**src/common/svpt_consts.svh**
```systemverilog
// Offsets, field positions, reset values and timing counts of the video port
`ifndef SVPT_CONSTS_SVH
`define SVPT_CONSTS_SVH
`define SVPT_OFS_OFFSET_C 8'h25
`define SVPT_OFS_BL_WEIGHT 8'h26
`define SVPT_OFS_THR_A_HI 8'h27
`define SVPT_OFS_THR_A_LO 8'h28
`define SVPT_OFS_THR_B_HI 8'h29
`define SVPT_OFS_THR_B_LO 8'h2A
`define SVPT_REG_RESET 8'h00
`define SVPT_LO_FIELD_HI 7
`define SVPT_LO_FIELD_LO 4
`define SVPT_PCLK_HALF 4'h5
`define SVPT_HS_LVL_INACT 12'h074
`define SVPT_HS_LVL_ACT 12'h298
`define SVPT_HS_PLS_INACT 12'h010
`define SVPT_HS_PLS_ACT 12'h2FC
`define SVPT_VS_LVL_INACT 24'h000074
`define SVPT_VS_PLS_LEN 24'h000010
`define SVPT_ROW_FIRST_PIX 8'h7C
`define SVPT_SYNC_LAT 8'h02
`define SVPT_ROW_PIXELS 12'h280
`define SVPT_TRIG_MIN 3'h2
`define SVPT_TRIG_HOLD 3'h4
`define SVPT_ROW_SPACING 12'h30C
`define SVPT_FRAME_DEADLINE 12'h060
`endif

```
**src/common/svpt_pkg.sv**
```systemverilog
// Types used by the sensor end of the video port and by the testbench
package svpt_pkg;
	typedef enum logic [1:0] {
		mode_master,
		mode_slave,
		mode_snapshot
	} svpt_mode_t;
	typedef enum logic [1:0] {
		snap_idle,
		snap_delay,
		snap_integ,
		snap_read
	} svpt_snap_t;
endpackage

```
**src/common/svpt_if.sv**
```systemverilog
// Pin-level link between the sensor and the image processor
`timescale 1ns/100ps
interface svpt_if;
	logic pclk;
	logic line_sync;
	logic frame_sync;
	logic pix_valid;
	logic [11:0] pix_data;
	logic ext_sync;
	logic row_trig;
	logic frame_trig;
	logic snap_trig;
	modport dev (
		output pclk, line_sync, frame_sync, pix_valid, pix_data, ext_sync,
		input row_trig, frame_trig, snap_trig
	);
	modport host (
		input pclk, line_sync, frame_sync, pix_valid, pix_data, ext_sync,
		output row_trig, frame_trig, snap_trig
	);
endinterface

```
**src/rtl/svpt_sensor.sv**
```systemverilog
// Sensor end: video timing for master, slave and snapshot modes, registers
// Behaviour
// - Master line sync inactive: 116-adjust level, 16 pulse
// - Master line sync active: 664-adjust level, 764 pulse
// - First pixel adjust plus one pclk after sync
// - Master frame sync inactive: 116 level, 16 pulse
// - Master frame sync active: frame length minus 116, or 16
// - Row trigger held at least two mclk
// - Slave first pixel exactly 124 mclk after trigger
// - Row triggers at least 780 mclk apart
// - Frame trigger within 96 mclk of last row
// - Frame trigger held at least two mclk
// - Snapshot trigger held at least two mclk
// - Snapshot runs delay, integration, readout in order
// - Eight-bit weight for black level exponential averaging
// - Threshold A joins high byte and low nibble
// - Threshold B joins high byte and low nibble
// - Offset voltage code taken from offset register C
`timescale 1ns/100ps
`include "svpt_consts.svh"
module svpt_sensor (
	input wire logic clock,
	input wire logic rstn,
	svpt_if.dev vid,
	input wire svpt_pkg::svpt_mode_t mode,
	input wire logic level_mode,
	input wire logic [7:0] line_sync_lead_adjust,
	input wire logic [11:0] frame_length_lines,
	input wire logic [11:0] pix_in,
	input wire logic pix_in_black,
	input wire logic reg_we,
	input wire logic [7:0] reg_addr,
	input wire logic [7:0] reg_wdata,
	output logic [7:0] reg_rdata,
	output logic [7:0] offset_voltage_code,
	output logic [11:0] defect_threshold_a,
	output logic [11:0] defect_threshold_b,
	output logic [11:0] black_level,
	output logic snap_busy
);
	logic [7:0] ofs_c_r, weight_r, thr_a_hi_r, thr_b_hi_r;
	logic [3:0] thr_a_lo_r, thr_b_lo_r;
	logic [3:0] div_r;
	logic pclk_r, fall_tick;
	logic [2:0] row_s_r, frm_s_r;
	logic [3:0] snap_s_r;
	logic row_edge, snap_edge;
	logic run, h_act_r, h_act_nxt, v_act_r, v_act_nxt;
	logic [11:0] h_cnt_r, h_cnt_nxt, h_len;
	logic [23:0] v_cnt_r, v_cnt_nxt, v_len, frame_pclks;
	logic [7:0] lat_r;
	logic lat_run_r;
	logic [11:0] row_cnt_r;
	svpt_pkg::svpt_snap_t snap_r;
	logic [23:0] snap_cnt_r;
	logic line_sync_r, frame_sync_r, pix_valid_r, ext_sync_r;
	logic [11:0] pix_data_r, black_r;
	logic [19:0] bl_diff;

	function automatic logic [11:0] line_pclks(input logic lvl,
		input logic [7:0] adj);
		if (lvl)
			line_pclks = `SVPT_HS_LVL_INACT + `SVPT_HS_LVL_ACT
				- {3'h0, adj, 1'b0};
		else
			line_pclks = `SVPT_HS_PLS_INACT + `SVPT_HS_PLS_ACT;
	endfunction

	function automatic logic [11:0] join_thr(input logic [7:0] hi,
		input logic [3:0] lo);
		join_thr = {hi, lo};
	endfunction

	// Register writes; low nibble of low threshold bytes not stored
	always_ff @(posedge clock or negedge rstn) begin
		if (!rstn) begin
			ofs_c_r <= `SVPT_REG_RESET;
			weight_r <= `SVPT_REG_RESET;
			thr_a_hi_r <= `SVPT_REG_RESET;
			thr_a_lo_r <= 4'h0;
			thr_b_hi_r <= `SVPT_REG_RESET;
			thr_b_lo_r <= 4'h0;
		end else if (reg_we) begin
			case (reg_addr)
				`SVPT_OFS_OFFSET_C: ofs_c_r <= reg_wdata;
				`SVPT_OFS_BL_WEIGHT: weight_r <= reg_wdata;
				`SVPT_OFS_THR_A_HI: thr_a_hi_r <= reg_wdata;
				`SVPT_OFS_THR_A_LO: thr_a_lo_r <= reg_wdata[`SVPT_LO_FIELD_HI:`SVPT_LO_FIELD_LO];
				`SVPT_OFS_THR_B_HI: thr_b_hi_r <= reg_wdata;
				`SVPT_OFS_THR_B_LO: thr_b_lo_r <= reg_wdata[`SVPT_LO_FIELD_HI:`SVPT_LO_FIELD_LO];
				default: ;
			endcase
		end
	end

	// Readback; unmapped addresses read zero
	always_ff @(posedge clock or negedge rstn) begin
		if (!rstn) begin
			reg_rdata <= 8'h00;
		end else begin
			case (reg_addr)
				`SVPT_OFS_OFFSET_C: reg_rdata <= ofs_c_r;
				`SVPT_OFS_BL_WEIGHT: reg_rdata <= weight_r;
				`SVPT_OFS_THR_A_HI: reg_rdata <= thr_a_hi_r;
				`SVPT_OFS_THR_A_LO: reg_rdata <= {thr_a_lo_r, 4'h0};
				`SVPT_OFS_THR_B_HI: reg_rdata <= thr_b_hi_r;
				`SVPT_OFS_THR_B_LO: reg_rdata <= {thr_b_lo_r, 4'h0};
				default: reg_rdata <= 8'h00;
			endcase
		end
	end

	always_ff @(posedge clock or negedge rstn) begin
		if (!rstn) begin
			offset_voltage_code <= 8'h00;
			defect_threshold_a <= 12'h000;
			defect_threshold_b <= 12'h000;
		end else begin
			offset_voltage_code <= ofs_c_r;
			defect_threshold_a <= join_thr(thr_a_hi_r, thr_a_lo_r);
			defect_threshold_b <= join_thr(thr_b_hi_r, thr_b_lo_r);
		end
	end

	// Black level tracking: avg += (pix - avg) * weight / 256
	assign bl_diff = ({8'h00, pix_in} - {8'h00, black_r}) * {12'h000, weight_r};
	always_ff @(posedge clock or negedge rstn) begin
		if (!rstn)
			black_r <= 12'h000;
		else if (pix_in_black)
			black_r <= black_r + bl_diff[19:8];
	end
	assign black_level = black_r;

	// Pixel clock divider
	assign fall_tick = pclk_r && (div_r == `SVPT_PCLK_HALF - 4'h1);
	always_ff @(posedge clock or negedge rstn) begin
		if (!rstn) begin
			div_r <= 4'h0;
			pclk_r <= 1'b0;
		end else if (div_r == `SVPT_PCLK_HALF - 4'h1) begin
			div_r <= 4'h0;
			pclk_r <= !pclk_r;
		end else begin
			div_r <= div_r + 4'h1;
		end
	end

	// Trigger synchronisers; index 0 read only by index 1
	always_ff @(posedge clock or negedge rstn) begin
		if (!rstn) begin
			row_s_r <= 3'h0;
			frm_s_r <= 3'h0;
			snap_s_r <= 4'h0;
		end else begin
			row_s_r <= {row_s_r[1:0], vid.row_trig};
			frm_s_r <= {frm_s_r[1:0], vid.frame_trig};
			snap_s_r <= {snap_s_r[2:0], vid.snap_trig};
		end
	end
	assign row_edge = row_s_r[1] && !row_s_r[2];
	// Snapshot taken only after two high samples
	assign snap_edge = snap_s_r[1] && snap_s_r[2] && !snap_s_r[3];

	// Master timing engine, stepped on pclk falling edge
	assign run = (mode == svpt_pkg::mode_master) || (snap_r == svpt_pkg::snap_read);
	// Operands widened first so the product is not cut to 12 bits
	assign frame_pclks = {12'h000, frame_length_lines} *
		{12'h000, line_pclks(level_mode, line_sync_lead_adjust)};
	always_comb begin
		if (h_act_r)
			h_len = level_mode ? `SVPT_HS_LVL_ACT - {4'h0, line_sync_lead_adjust}
				: `SVPT_HS_PLS_ACT;
		else
			h_len = level_mode ? `SVPT_HS_LVL_INACT - {4'h0, line_sync_lead_adjust}
				: `SVPT_HS_PLS_INACT;
		if (v_act_r)
			v_len = level_mode ? frame_pclks - `SVPT_VS_LVL_INACT
				: `SVPT_VS_PLS_LEN;
		else
			v_len = level_mode ? `SVPT_VS_LVL_INACT : `SVPT_VS_PLS_LEN;
		h_act_nxt = h_act_r;
		h_cnt_nxt = h_cnt_r + 12'h001;
		if (h_cnt_r >= h_len - 12'h001) begin
			h_act_nxt = !h_act_r;
			h_cnt_nxt = 12'h000;
		end
		v_act_nxt = v_act_r;
		v_cnt_nxt = v_cnt_r + 24'h000001;
		if (v_cnt_r >= v_len - 24'h000001) begin
			v_act_nxt = !v_act_r;
			v_cnt_nxt = 24'h000000;
		end
	end
	always_ff @(posedge clock or negedge rstn) begin
		if (!rstn) begin
			h_act_r <= 1'b0;
			h_cnt_r <= 12'h000;
			v_act_r <= 1'b0;
			v_cnt_r <= 24'h000000;
		end else if (!run) begin
			h_act_r <= 1'b0;
			h_cnt_r <= 12'h000;
			v_act_r <= 1'b0;
			v_cnt_r <= 24'h000000;
		end else if (fall_tick) begin
			h_act_r <= h_act_nxt;
			h_cnt_r <= h_cnt_nxt;
			v_act_r <= v_act_nxt;
			v_cnt_r <= v_cnt_nxt;
		end
	end

	// Slave row readout: latency counted from the pin edge
	always_ff @(posedge clock or negedge rstn) begin
		if (!rstn) begin
			lat_r <= 8'h00;
			lat_run_r <= 1'b0;
			row_cnt_r <= 12'h000;
		end else if (mode != svpt_pkg::mode_slave) begin
			lat_run_r <= 1'b0;
			row_cnt_r <= 12'h000;
		end else if (row_edge) begin
			// Sync stages, load, count end and output flop all add a cycle
			lat_r <= `SVPT_ROW_FIRST_PIX - `SVPT_SYNC_LAT - 8'h03;
			lat_run_r <= 1'b1;
		end else if (lat_run_r) begin
			lat_r <= lat_r - 8'h01;
			if (lat_r == 8'h00) begin
				lat_run_r <= 1'b0;
				row_cnt_r <= `SVPT_ROW_PIXELS;
			end
		end else if (row_cnt_r != 12'h000) begin
			row_cnt_r <= row_cnt_r - 12'h001;
		end
	end

	// Snapshot sequence, each phase one frame length
	always_ff @(posedge clock or negedge rstn) begin
		if (!rstn) begin
			snap_r <= svpt_pkg::snap_idle;
			snap_cnt_r <= 24'h000000;
		end else if (mode != svpt_pkg::mode_snapshot) begin
			snap_r <= svpt_pkg::snap_idle;
			snap_cnt_r <= 24'h000000;
		end else if (snap_r == svpt_pkg::snap_idle) begin
			snap_cnt_r <= 24'h000000;
			if (snap_edge)
				snap_r <= svpt_pkg::snap_delay;
		end else if (fall_tick) begin
			if (snap_cnt_r >= frame_pclks - 24'h000001) begin
				snap_cnt_r <= 24'h000000;
				case (snap_r)
					svpt_pkg::snap_delay: snap_r <= svpt_pkg::snap_integ;
					svpt_pkg::snap_integ: snap_r <= svpt_pkg::snap_read;
					svpt_pkg::snap_read: snap_r <= svpt_pkg::snap_idle;
					default: snap_r <= svpt_pkg::snap_idle;
				endcase
			end else begin
				snap_cnt_r <= snap_cnt_r + 24'h000001;
			end
		end
	end

	// Pin outputs
	always_ff @(posedge clock or negedge rstn) begin
		if (!rstn) begin
			line_sync_r <= 1'b0;
			frame_sync_r <= 1'b0;
			pix_valid_r <= 1'b0;
			pix_data_r <= 12'h000;
			ext_sync_r <= 1'b0;
			snap_busy <= 1'b0;
		end else begin
			ext_sync_r <= snap_r == svpt_pkg::snap_integ;
			snap_busy <= snap_r != svpt_pkg::snap_idle;
			if (mode == svpt_pkg::mode_slave) begin
				line_sync_r <= row_cnt_r != 12'h000;
				pix_valid_r <= row_cnt_r != 12'h000;
				frame_sync_r <= frm_s_r[1];
				pix_data_r <= pix_in;
			end else if (!run) begin
				line_sync_r <= 1'b0;
				pix_valid_r <= 1'b0;
				frame_sync_r <= 1'b0;
			end else if (fall_tick) begin
				line_sync_r <= h_act_nxt;
				frame_sync_r <= v_act_nxt;
				pix_valid_r <= h_act_nxt &&
					h_cnt_nxt >= {4'h0, line_sync_lead_adjust} + 12'h001;
				pix_data_r <= pix_in;
			end
		end
	end

	assign vid.pclk = (mode == svpt_pkg::mode_slave) ? 1'b0 : pclk_r;
	assign vid.line_sync = line_sync_r;
	assign vid.frame_sync = frame_sync_r;
	assign vid.pix_valid = pix_valid_r;
	assign vid.pix_data = pix_data_r;
	assign vid.ext_sync = ext_sync_r;
endmodule

```
**src/flat_wrapper.sv**
```systemverilog
// flat-port wrapper written by rule: the top's interface ports become plain ports
module svpt_sensor_flat 
  (clock, rstn, mode, level_mode, line_sync_lead_adjust, frame_length_lines, pix_in, pix_in_black, reg_we, reg_addr, reg_wdata, reg_rdata, offset_voltage_code, defect_threshold_a, defect_threshold_b, black_level, snap_busy, vid_pclk, vid_line_sync, vid_frame_sync, vid_pix_valid, vid_pix_data, vid_ext_sync, vid_row_trig, vid_frame_trig, vid_snap_trig);
  svpt_if vid_i ();
  input wire logic clock;
  input wire logic rstn;
  input wire svpt_pkg::svpt_mode_t mode;
  input wire logic level_mode;
  input wire logic [7:0] line_sync_lead_adjust;
  input wire logic [11:0] frame_length_lines;
  input wire logic [11:0] pix_in;
  input wire logic pix_in_black;
  input wire logic reg_we;
  input wire logic [7:0] reg_addr;
  input wire logic [7:0] reg_wdata;
  output logic [7:0] reg_rdata;
  output logic [7:0] offset_voltage_code;
  output logic [11:0] defect_threshold_a;
  output logic [11:0] defect_threshold_b;
  output logic [11:0] black_level;
  output logic snap_busy;
  output wire logic [$bits(vid_i.pclk)-1:0] vid_pclk;
  output wire logic [$bits(vid_i.line_sync)-1:0] vid_line_sync;
  output wire logic [$bits(vid_i.frame_sync)-1:0] vid_frame_sync;
  output wire logic [$bits(vid_i.pix_valid)-1:0] vid_pix_valid;
  output wire logic [$bits(vid_i.pix_data)-1:0] vid_pix_data;
  output wire logic [$bits(vid_i.ext_sync)-1:0] vid_ext_sync;
  input wire logic [$bits(vid_i.row_trig)-1:0] vid_row_trig;
  input wire logic [$bits(vid_i.frame_trig)-1:0] vid_frame_trig;
  input wire logic [$bits(vid_i.snap_trig)-1:0] vid_snap_trig;
  assign vid_pclk = vid_i.pclk;
  assign vid_line_sync = vid_i.line_sync;
  assign vid_frame_sync = vid_i.frame_sync;
  assign vid_pix_valid = vid_i.pix_valid;
  assign vid_pix_data = vid_i.pix_data;
  assign vid_ext_sync = vid_i.ext_sync;
  assign vid_i.row_trig = vid_row_trig;
  assign vid_i.frame_trig = vid_frame_trig;
  assign vid_i.snap_trig = vid_snap_trig;
  svpt_sensor u_core (.clock(clock), .rstn(rstn), .vid(vid_i), .mode(mode), .level_mode(level_mode), .line_sync_lead_adjust(line_sync_lead_adjust), .frame_length_lines(frame_length_lines), .pix_in(pix_in), .pix_in_black(pix_in_black), .reg_we(reg_we), .reg_addr(reg_addr), .reg_wdata(reg_wdata), .reg_rdata(reg_rdata), .offset_voltage_code(offset_voltage_code), .defect_threshold_a(defect_threshold_a), .defect_threshold_b(defect_threshold_b), .black_level(black_level), .snap_busy(snap_busy));
endmodule
```
**config.mk**
```make
export PLATFORM = sky130hd
export DESIGN_NAME = svpt_sensor_flat
export DESIGN_NICKNAME = d
export VERILOG_FILES = /design/src/common/svpt_pkg.sv /design/src/common/svpt_if.sv /design/src/rtl/svpt_sensor.sv /design/src/flat_wrapper.sv
export VERILOG_INCLUDE_DIRS = /design/src /design/src/common
export SDC_FILE = /design/constraint.sdc
export NUM_CORES = 1
export LEC_CHECK = 0
export ABC_AREA = 1
export BUFFER_PORTS_ARGS = -buffer_cell sky130_fd_sc_hd__buf_4
export CAP_MARGIN = 30
export CORE_UTILIZATION = 30
export DETAILED_ROUTE_END_ITERATION = 10
export HOLD_SLACK_MARGIN = 0.02
export PLACE_DENSITY = 0.57
export SYNTH_ARGS = -nofsm -noshare
export SYNTH_HDL_FRONTEND = slang
export SYNTH_SLANG_ARGS = --single-unit
```
**constraint.sdc**
```tcl
create_clock -name clock -period 9.14 [get_ports clock]
set_input_delay 2.742 -clock clock [delete_from_list [all_inputs] [get_ports clock]]
set_output_delay 2.742 -clock clock [all_outputs]
set_load 0.05 [all_outputs]
```
; Word level (Yosys, flattened, before mapping)
; Index checks and enable logic that the tools add are counted.
[word_totals]
in_bits = 58
ff_bits = 208
output_inout_bits = 70
[op_classes]
n_mul = 2
n_reduce_logical = 32
n_addsub = 16
n_eq_ne = 18
mux = 51
n_bitwise = 1
magnitude_cmp = 4
[op_table]
columns = cell, n
row1 = 24-bit two-way mux, 9
row2 = 12-bit two-way mux, 15
row3 = 24-bit by 1-bit adder with 24-bit output (second input constant), 2
row4 = 8-bit by 6-bit equality test with 1-bit output (second input constant), 6
row5 = 24-bit greater-or-equal comparator, 2
row6 = 8-bit case mux with 6 select lines, 1
row7 = 24-bit by 1-bit subtractor with 24-bit output (second input constant), 2
row8 = 12-bit greater-or-equal comparator, 2
row9 = 12-bit by 12-bit multiplier with 24-bit output, 1
row10 = 12-bit by 1-bit subtractor with 12-bit output (second input constant), 2
row11 = 24-bit by 7-bit subtractor with 24-bit output (second input constant), 1
row12 = 20-bit by 8-bit multiplier with 20-bit output, 1
row13 = 1-bit two-way mux, 16
row14 = 8-bit two-way mux, 2
row15 = 2-bit AND reduction, 8
row16 = 12-bit by 12-bit subtractor with 13-bit output, 1
row17 = 12-bit by 1-bit adder with 12-bit output (second input constant), 1
row18 = 12-bit adder, 1
row19 = 12-bit nonzero test, 1
row20 = 10-bit by 8-bit subtractor with 11-bit output (first input constant), 1
row21 = 10-bit by 9-bit subtractor with 11-bit output (first input constant), 1
row22 = 2-bit two-way mux, 5
row23 = 8-bit by 1-bit adder with 9-bit output (second input constant), 1
row24 = 3-bit nonzero test, 3
row25 = other kinds (22), 39

; Depth between registers and ports, before layout
[depth]
depth_word = 12
ltp_mapped = 52
depth_no_buf = 51

; Worst setup path after synthesis
; Ideal clock, no wire load.
[synth_timing]
kind = input port to flip-flop
startpoint = input port line_sync_lead_adjust[4]
endpoint = register u_core.v_cnt_r[5]
path_stages = 44
t_arrival_ps = 9955
setup_slack_ps = -897
path_buffers = 3
setup_time_ps = 83
cell_sequence = clkbuf_1 inv_1 nand3_1 nor2_1 nand3_1 nand3_1 clkbuf_1 nand2_1 fa_1 fa_1 inv_1 fa_1 fa_1 inv_1 fa_1 inv_1 ha_1 nand2_1 [8 not listed] nand3_1 nand3_2 nand2_1 nor2_2 nand2_2 nor2_4 xor2_1 inv_1 ha_1 a21oi_1 o221a_2 nand2_1 a31oi_1 nand2_1 clkbuf_1 a21oi_1 o21ai_0 o21ai_0
[synth_between]
elab_chain_cells = 11
[synth_lines]
columns = element, line
row1 = "start, declared", flat_wrapper.sv:9  ; input wire logic [7:0] line_sync_lead_adjust;
row2 = 10-bit by 9-bit subtractor with 11-bit output (no source line), n/a
row3 = 12-bit two-way mux, svpt_sensor.sv:62  ; if (lvl)
row4 = 12-bit by 12-bit multiplier with 24-bit output, svpt_sensor.sv:168  ; assign frame_pclks = {12'h000, frame_length_lines} *
row5 = 24-bit by 7-bit subtractor with 24-bit output (no source line), n/a
row6 = 24-bit two-way mux (no source line), n/a
row7 = 24-bit two-way mux, svpt_sensor.sv:177  ; if (v_act_r)
row8 = 24-bit by 1-bit subtractor with 24-bit output, svpt_sensor.sv:190  ; if (v_cnt_r >= v_len - 24'h000001) begin
row9 = 24-bit greater-or-equal comparator, svpt_sensor.sv:190
row10 = 24-bit two-way mux, svpt_sensor.sv:190
row11 = 24-bit two-way mux, svpt_sensor.sv:206  ; end else if (fall_tick) begin
row12 = 24-bit two-way mux, svpt_sensor.sv:201  ; end else if (!run) begin
row13 = "end signal, assigned", svpt_sensor.sv:210  ; v_cnt_r <= v_cnt_nxt;
row14 = "end, declared", svpt_sensor.sv:50  ; logic [23:0] v_cnt_r, v_cnt_nxt, v_len, frame_pclks;
; Every way passes these cells. The select of a mux whose other input is x is not followed.
; A chain may end at the register's enable or synchronous reset.

; Final worst setup path
[layout_timing]
startpoint = input port line_sync_lead_adjust[1]
endpoint = register u_core.v_act_r
[layout_between]
elab_chain_cells = 11
[layout_lines]
columns = element, line
row1 = 10-bit by 9-bit subtractor with 11-bit output (no source line), n/a
row2 = 12-bit two-way mux, svpt_sensor.sv:62
row3 = 12-bit by 12-bit multiplier with 24-bit output, svpt_sensor.sv:168
row4 = 24-bit by 7-bit subtractor with 24-bit output (no source line), n/a
row5 = 24-bit two-way mux (no source line), n/a
row6 = 24-bit two-way mux, svpt_sensor.sv:177
row7 = 24-bit by 1-bit subtractor with 24-bit output, svpt_sensor.sv:190
row8 = 24-bit greater-or-equal comparator, svpt_sensor.sv:190
row9 = 1-bit two-way mux, svpt_sensor.sv:190
row10 = 1-bit two-way mux, svpt_sensor.sv:206
row11 = 1-bit two-way mux, svpt_sensor.sv:201
row12 = "end signal, assigned", svpt_sensor.sv:209  ; v_act_r <= v_act_nxt;
row13 = "end, declared", svpt_sensor.sv:48  ; logic run, h_act_r, h_act_nxt, v_act_r, v_act_nxt;
; Every way passes these cells. The select of a mux whose other input is x is not followed.

==> impl_metrics.csv <==
group,metric,value,unit
layout,num-nets-final,3606,
detailed_routing,routed_via_density,4.57,
timing,hold_viol,0,
timing,setup-tns-final,-7.41,ns
global_routing,grt.overflow.total,0,
timing,setup_slack,-0.270,ns
worst_hold_path,min_from,"u_core.snap_s_r[0]$_DFF_PN0_",
global_routing,number_of_antenna_violations_at_the_first_check_in_global_routing,0,
synth,synthMuxAreaShare,0.598,%
synth,synthesis.nets,3101,
synth,ys_top_cells_by_area,"sky130_fd_sc_hd__dfrtp_1 (25%), sky130_fd_sc_hd__fa_1 (15%), sky130_fd_sc_hd__ha_1 (12%)",
synth,synthCells,2689,
layout,layout_commonest_cell,"sky130_fd_sc_hd__nand2_1",
outcome,outcome,"finished, violations left",
global_routing,globalRouteTotalUtil,16.3,%
detailed_routing,drt_drc_violations_left,0,
cts,clock_sink_count,208,
cts,cts_max_path_buffers,3,
die,floorplan.die.width,265,um
placed_design,detailed_place.area,0.0253,sq mm
timing,worst_case_headroom_to_the_max_slew_limit,41.5,%
synth,post_synth_xor_area_fraction,4.94,%
synth,synthAdderAreaFrac,26.9,%
pwr,switching_share,46.4,%
critical_path,critical-path-slowest-cell,"sky130_fd_sc_hd__fa_1",
layout,layout-area-overhead-vs-synth,35.0,%
detailed_routing,ant_nets,0,
timing,post_route_worst_hold_slack,0.346,ns
outcome,failed_checks,"negative setup slack",
synth,dominant_combinational_cell_family_by_area_after_synthesis,"adder cells",
critical_path,ff2ff_setup_slack,2.06,ns
synth,yosys_warnings,0,
cts,numCtsBuffers,27,
critical_path,critical_path.reg2reg.endpoint,"u_core.black_level[11]$_DFFE_PN0P_",
pwr,p_leak,14.1,nW
pwr,internal-power,0.00430,W
critical_path,worst_path_largest_cell_delay,0.58,ns
timing,timing.fmax,106,MHz
synth,yosys.cell_types.count,52,
critical_path,category_of_the_worst_setup_path_capture_point,"register",
critical_path,worstPathMaxFanout,5,
timing,clock-skew-final,0.0359,ns
placed_design,placement.io_buffers,127,
synth,ys_ff_latch,208,
cts,cts-htree-levels,1,
synth,compound_gate_portion_of_the_synthesized_area,8.48,%
critical_path,r2r.worst_path.cells,42,
global_routing,grt_start_max_net_pins,68,
global_routing,grt_pass1_vias,19041,
cts,worst_setup_hold_path_clk_slew,0.06,ns
synth,netlist_area,0.0207,sq mm
run,max_cap_viol_count,0,
worst_hold_path,worst_hold_path_type,"reg -> reg",
detailed_routing,routed_wl,56400,um
pwr,comb_power_share,73.2,%
detailed_routing,drt-pass1-iter-count,7,
die,floorplan.initialDensity,30.6,%
synth,yosysTopAreaCellShare,25.1,%
synth,proportion_of_synthesized_chip_area_in_sequential_cells,25.1,%
die,total_die_area,0.0701,sq mm
synth,yosys.area_share.simple,23.6,%
layout,fillers,6856,
global_routing,grt_first_pass_wirelength,94900,um
placed_design,gp_congestion,0.872,
critical_path,worst_r2r_startpoint,"u_core.black_level[0]$_DFFE_PN0P_",
layout,mostFrequentLayoutCells,"sky130_fd_sc_hd__nand2_1 (487), sky130_fd_sc_hd__buf_4 (486), sky130_fd_sc_hd__inv_1 (484)",
pwr,power_density_over_cell_area,287,mW/mm^2
placed_design,half_perimeter_wire_length_after_placement,43600,um
critical_path,worstSetupPathType,"in -> reg",
pwr,seqPwrFrac,13.3,%
critical_path,crit_path_start_kind,"input pin",
placed_design,detailedPlace.worstSlack,-1.05,ns
timing,unrepaired_setup_endpoints_after_global_routing,"true",
pwr,switchingPower,0.00372,W
die,die_y,265,um
layout,insertedDiodeCount,0,
die,placement_rows,95,
layout,post-route-util,41.3,%
die,design.portCount,128,
synth,synth_area_leader_cell,"sky130_fd_sc_hd__dfrtp_1",
cts,clkLatencyLatePin,0.57,ns
timing,timing.final.crit_share,103,%
detailed_routing,iter_0_drt_violations,960,
critical_path,cpMostUsedCell,"sky130_fd_sc_hd__inv_2",
timing,finalSetupViolCount,48,
layout,post_route_cell_area,0.0280,sq mm
die,core_area,0.0678,sq mm
pwr,pwr-share-clk,13.5,%
cts,cts.root.buffer_cell,"sky130_fd_sc_hd__clkbuf_16",
timing,maxSlewViolCount,0,
detailed_routing,via_total_after_detailed_routing,18674,
critical_path,cp.arrival,9.83,ns
cts,cts.hold.buffers_added,0,
layout,drive_above_1_share,28.6,%
critical_path,timing.critical_path.required,9.56,ns
worst_hold_path,worstHoldEndpoint,"u_core.snap_s_r[1]$_DFF_PN0_",
synth,syn_avg_cell_area,7.71,sq um
cts,cts_tree,"yes",
pwr,peakVddDrop,0.000242,V
detailed_routing,drt-wirelength-per-cell,13.8,um
timing,period_needed,9.41,ns
worst_hold_path,hold_path_depth,0,
timing,slew_at_the_pin_closest_to_its_max_slew_limit,0.877,ns
[per-stage QoR]
stage	power [W]	std cells
2_1_floorplan	0.00410	2689
4_1_cts	0.00756	4062
6_report	0.00802	4088
3_3_place_gp	0.00602	3949
5_1_grt	0.00874	4088
3_5_place_dp	0.00603	3951
[sequential cells by signal, summed over array words and instances, names as in the netlist, 3 cells and up]
signal,cells
u_core.snap_cnt_r,24
u_core.v_cnt_r,24
u_core.black_level,12
u_core.defect_threshold_a,12
u_core.defect_threshold_b,12
u_core.h_cnt_r,12
u_core.row_cnt_r,12
u_core.vid.pix_data,12
u_core.lat_r,8
u_core.offset_voltage_code,8
u_core.ofs_c_r,8
u_core.reg_rdata,8
u_core.thr_a_hi_r,8
u_core.thr_b_hi_r,8
u_core.weight_r,8
u_core.div_r,4
u_core.snap_s_r,4
u_core.thr_a_lo_r,4
u_core.thr_b_lo_r,4
u_core.row_s_r,3
[critical path: cells and delay by family]
kind	cells	cell delay, ns
adders and majority gates	8	3.28
AOI/OAI and AO/OA	8	1.24
buffers and inverters	9	0.83
and+or+nand+nor	17	1.58
xor gates and xnor gates	1	0.12
[cells in the mapped netlist, drive strengths merged]
master	number
mux2	11
a21boi	1
o211ai	5
nor3	53
ha	201
o221ai	2
a32oi	1
a41oi	1
nor3b	6
a22o	3
buf	4
inv	526
o221a	1
xor2	89
nor2	257
clkinv	7
a22oi	1
a21oi	110
o21a	10
a221oi	3
a32o	1
nand3b	8
nor4	8
o31ai	1
or2	18
a31oi	6
fa	153
and2	1
clkbuf	32
nand4	39
dfrtp	208
o22ai	33
o2111ai	7
nand2	591
o21bai	2
o21ai	126
nand3	136
xnor2	27
[area by class of cell]
| cell class | count | area (sq um) | share of cell area [%] |
|---|---|---|---|
| clock buffer | 39 | 801 | 2.86 |
| timing repair buffer | 508 | 3960 | 14.1 |
| tap | 873 | 1090 | 3.90 |
| multi-input combinational | 1914 | 14800 | 52.8 |
| clock inverter | 11 | 115 | 0.411 |
| inverter | 533 | 2030 | 7.27 |
| timing repair inverter | 2 | 11.3 | 0.0402 |
| sequential | 208 | 5200 | 18.6 |
[cell families (layout without fill, tap and decap cells)]
family,count (synthesis),in the layout
xor+xnor,116,116
buf+inv,569,1093
mux,11,11
compound gates,314,314
simple gates,1117,1119
fa+ha+maj,354,354
flops,208,208
[power by group through the flow]
stage          combinational [W]  clock, W  sequential, W
6_report                 0.00587   0.00108        0.00107
5_1_grt                  0.00651   0.00115        0.00108
4_1_cts                  0.00538   0.00111        0.00107
3_5_place_dp             0.00495         0        0.00108
3_3_place_gp             0.00494         0        0.00108
2_1_floorplan            0.00289         0        0.00121
[how the worst max path moves through the flow]
stage	from	end	slack [ns]	cells after the start
floorplan	line_sync_lead_adjust[0]	u_core.v_cnt_r[5]$_DFFE_PN0P_	-0.24	47
global placement	line_sync_lead_adjust[0]	u_core.v_cnt_r[14]$_DFFE_PN0P_	-1.02	42
detailed placement	line_sync_lead_adjust[0]	u_core.v_cnt_r[20]$_DFFE_PN0P_	-1.05	44
CTS	line_sync_lead_adjust[1]	u_core.v_cnt_r[5]$_DFFE_PN0P_	-0.17	47
global route	line_sync_lead_adjust[1]	u_core.v_cnt_r[4]$_DFFE_PN0P_	-0.65	42
finish	line_sync_lead_adjust[1]	u_core.v_act_r$_DFFE_PN0P_	-0.27	43
[metal layers]
| layer | global-route usage [%] | wire (um) | vias to the layer above |
|---|---|---|---|
| met1 | 21.6 | 26100 | 8806 |
| li1 | - | - | 9505 |
| met5 | 0 | 0 | - |
| met3 | 2.29 | 2070 | 82 |
| met2 | 28.0 | 26900 | 281 |
| met4 | 3.56 | 1180 | 0 |
[repair_timing]
action / in CTS / in global routing
setup endpoints to repair: 52 / 57
resized for setup: 111 / 169
cloned: 4 / 0
pin swaps: 61 / 150
buffers inserted: 57 / 32
Power figures use the tool's default switching activity.
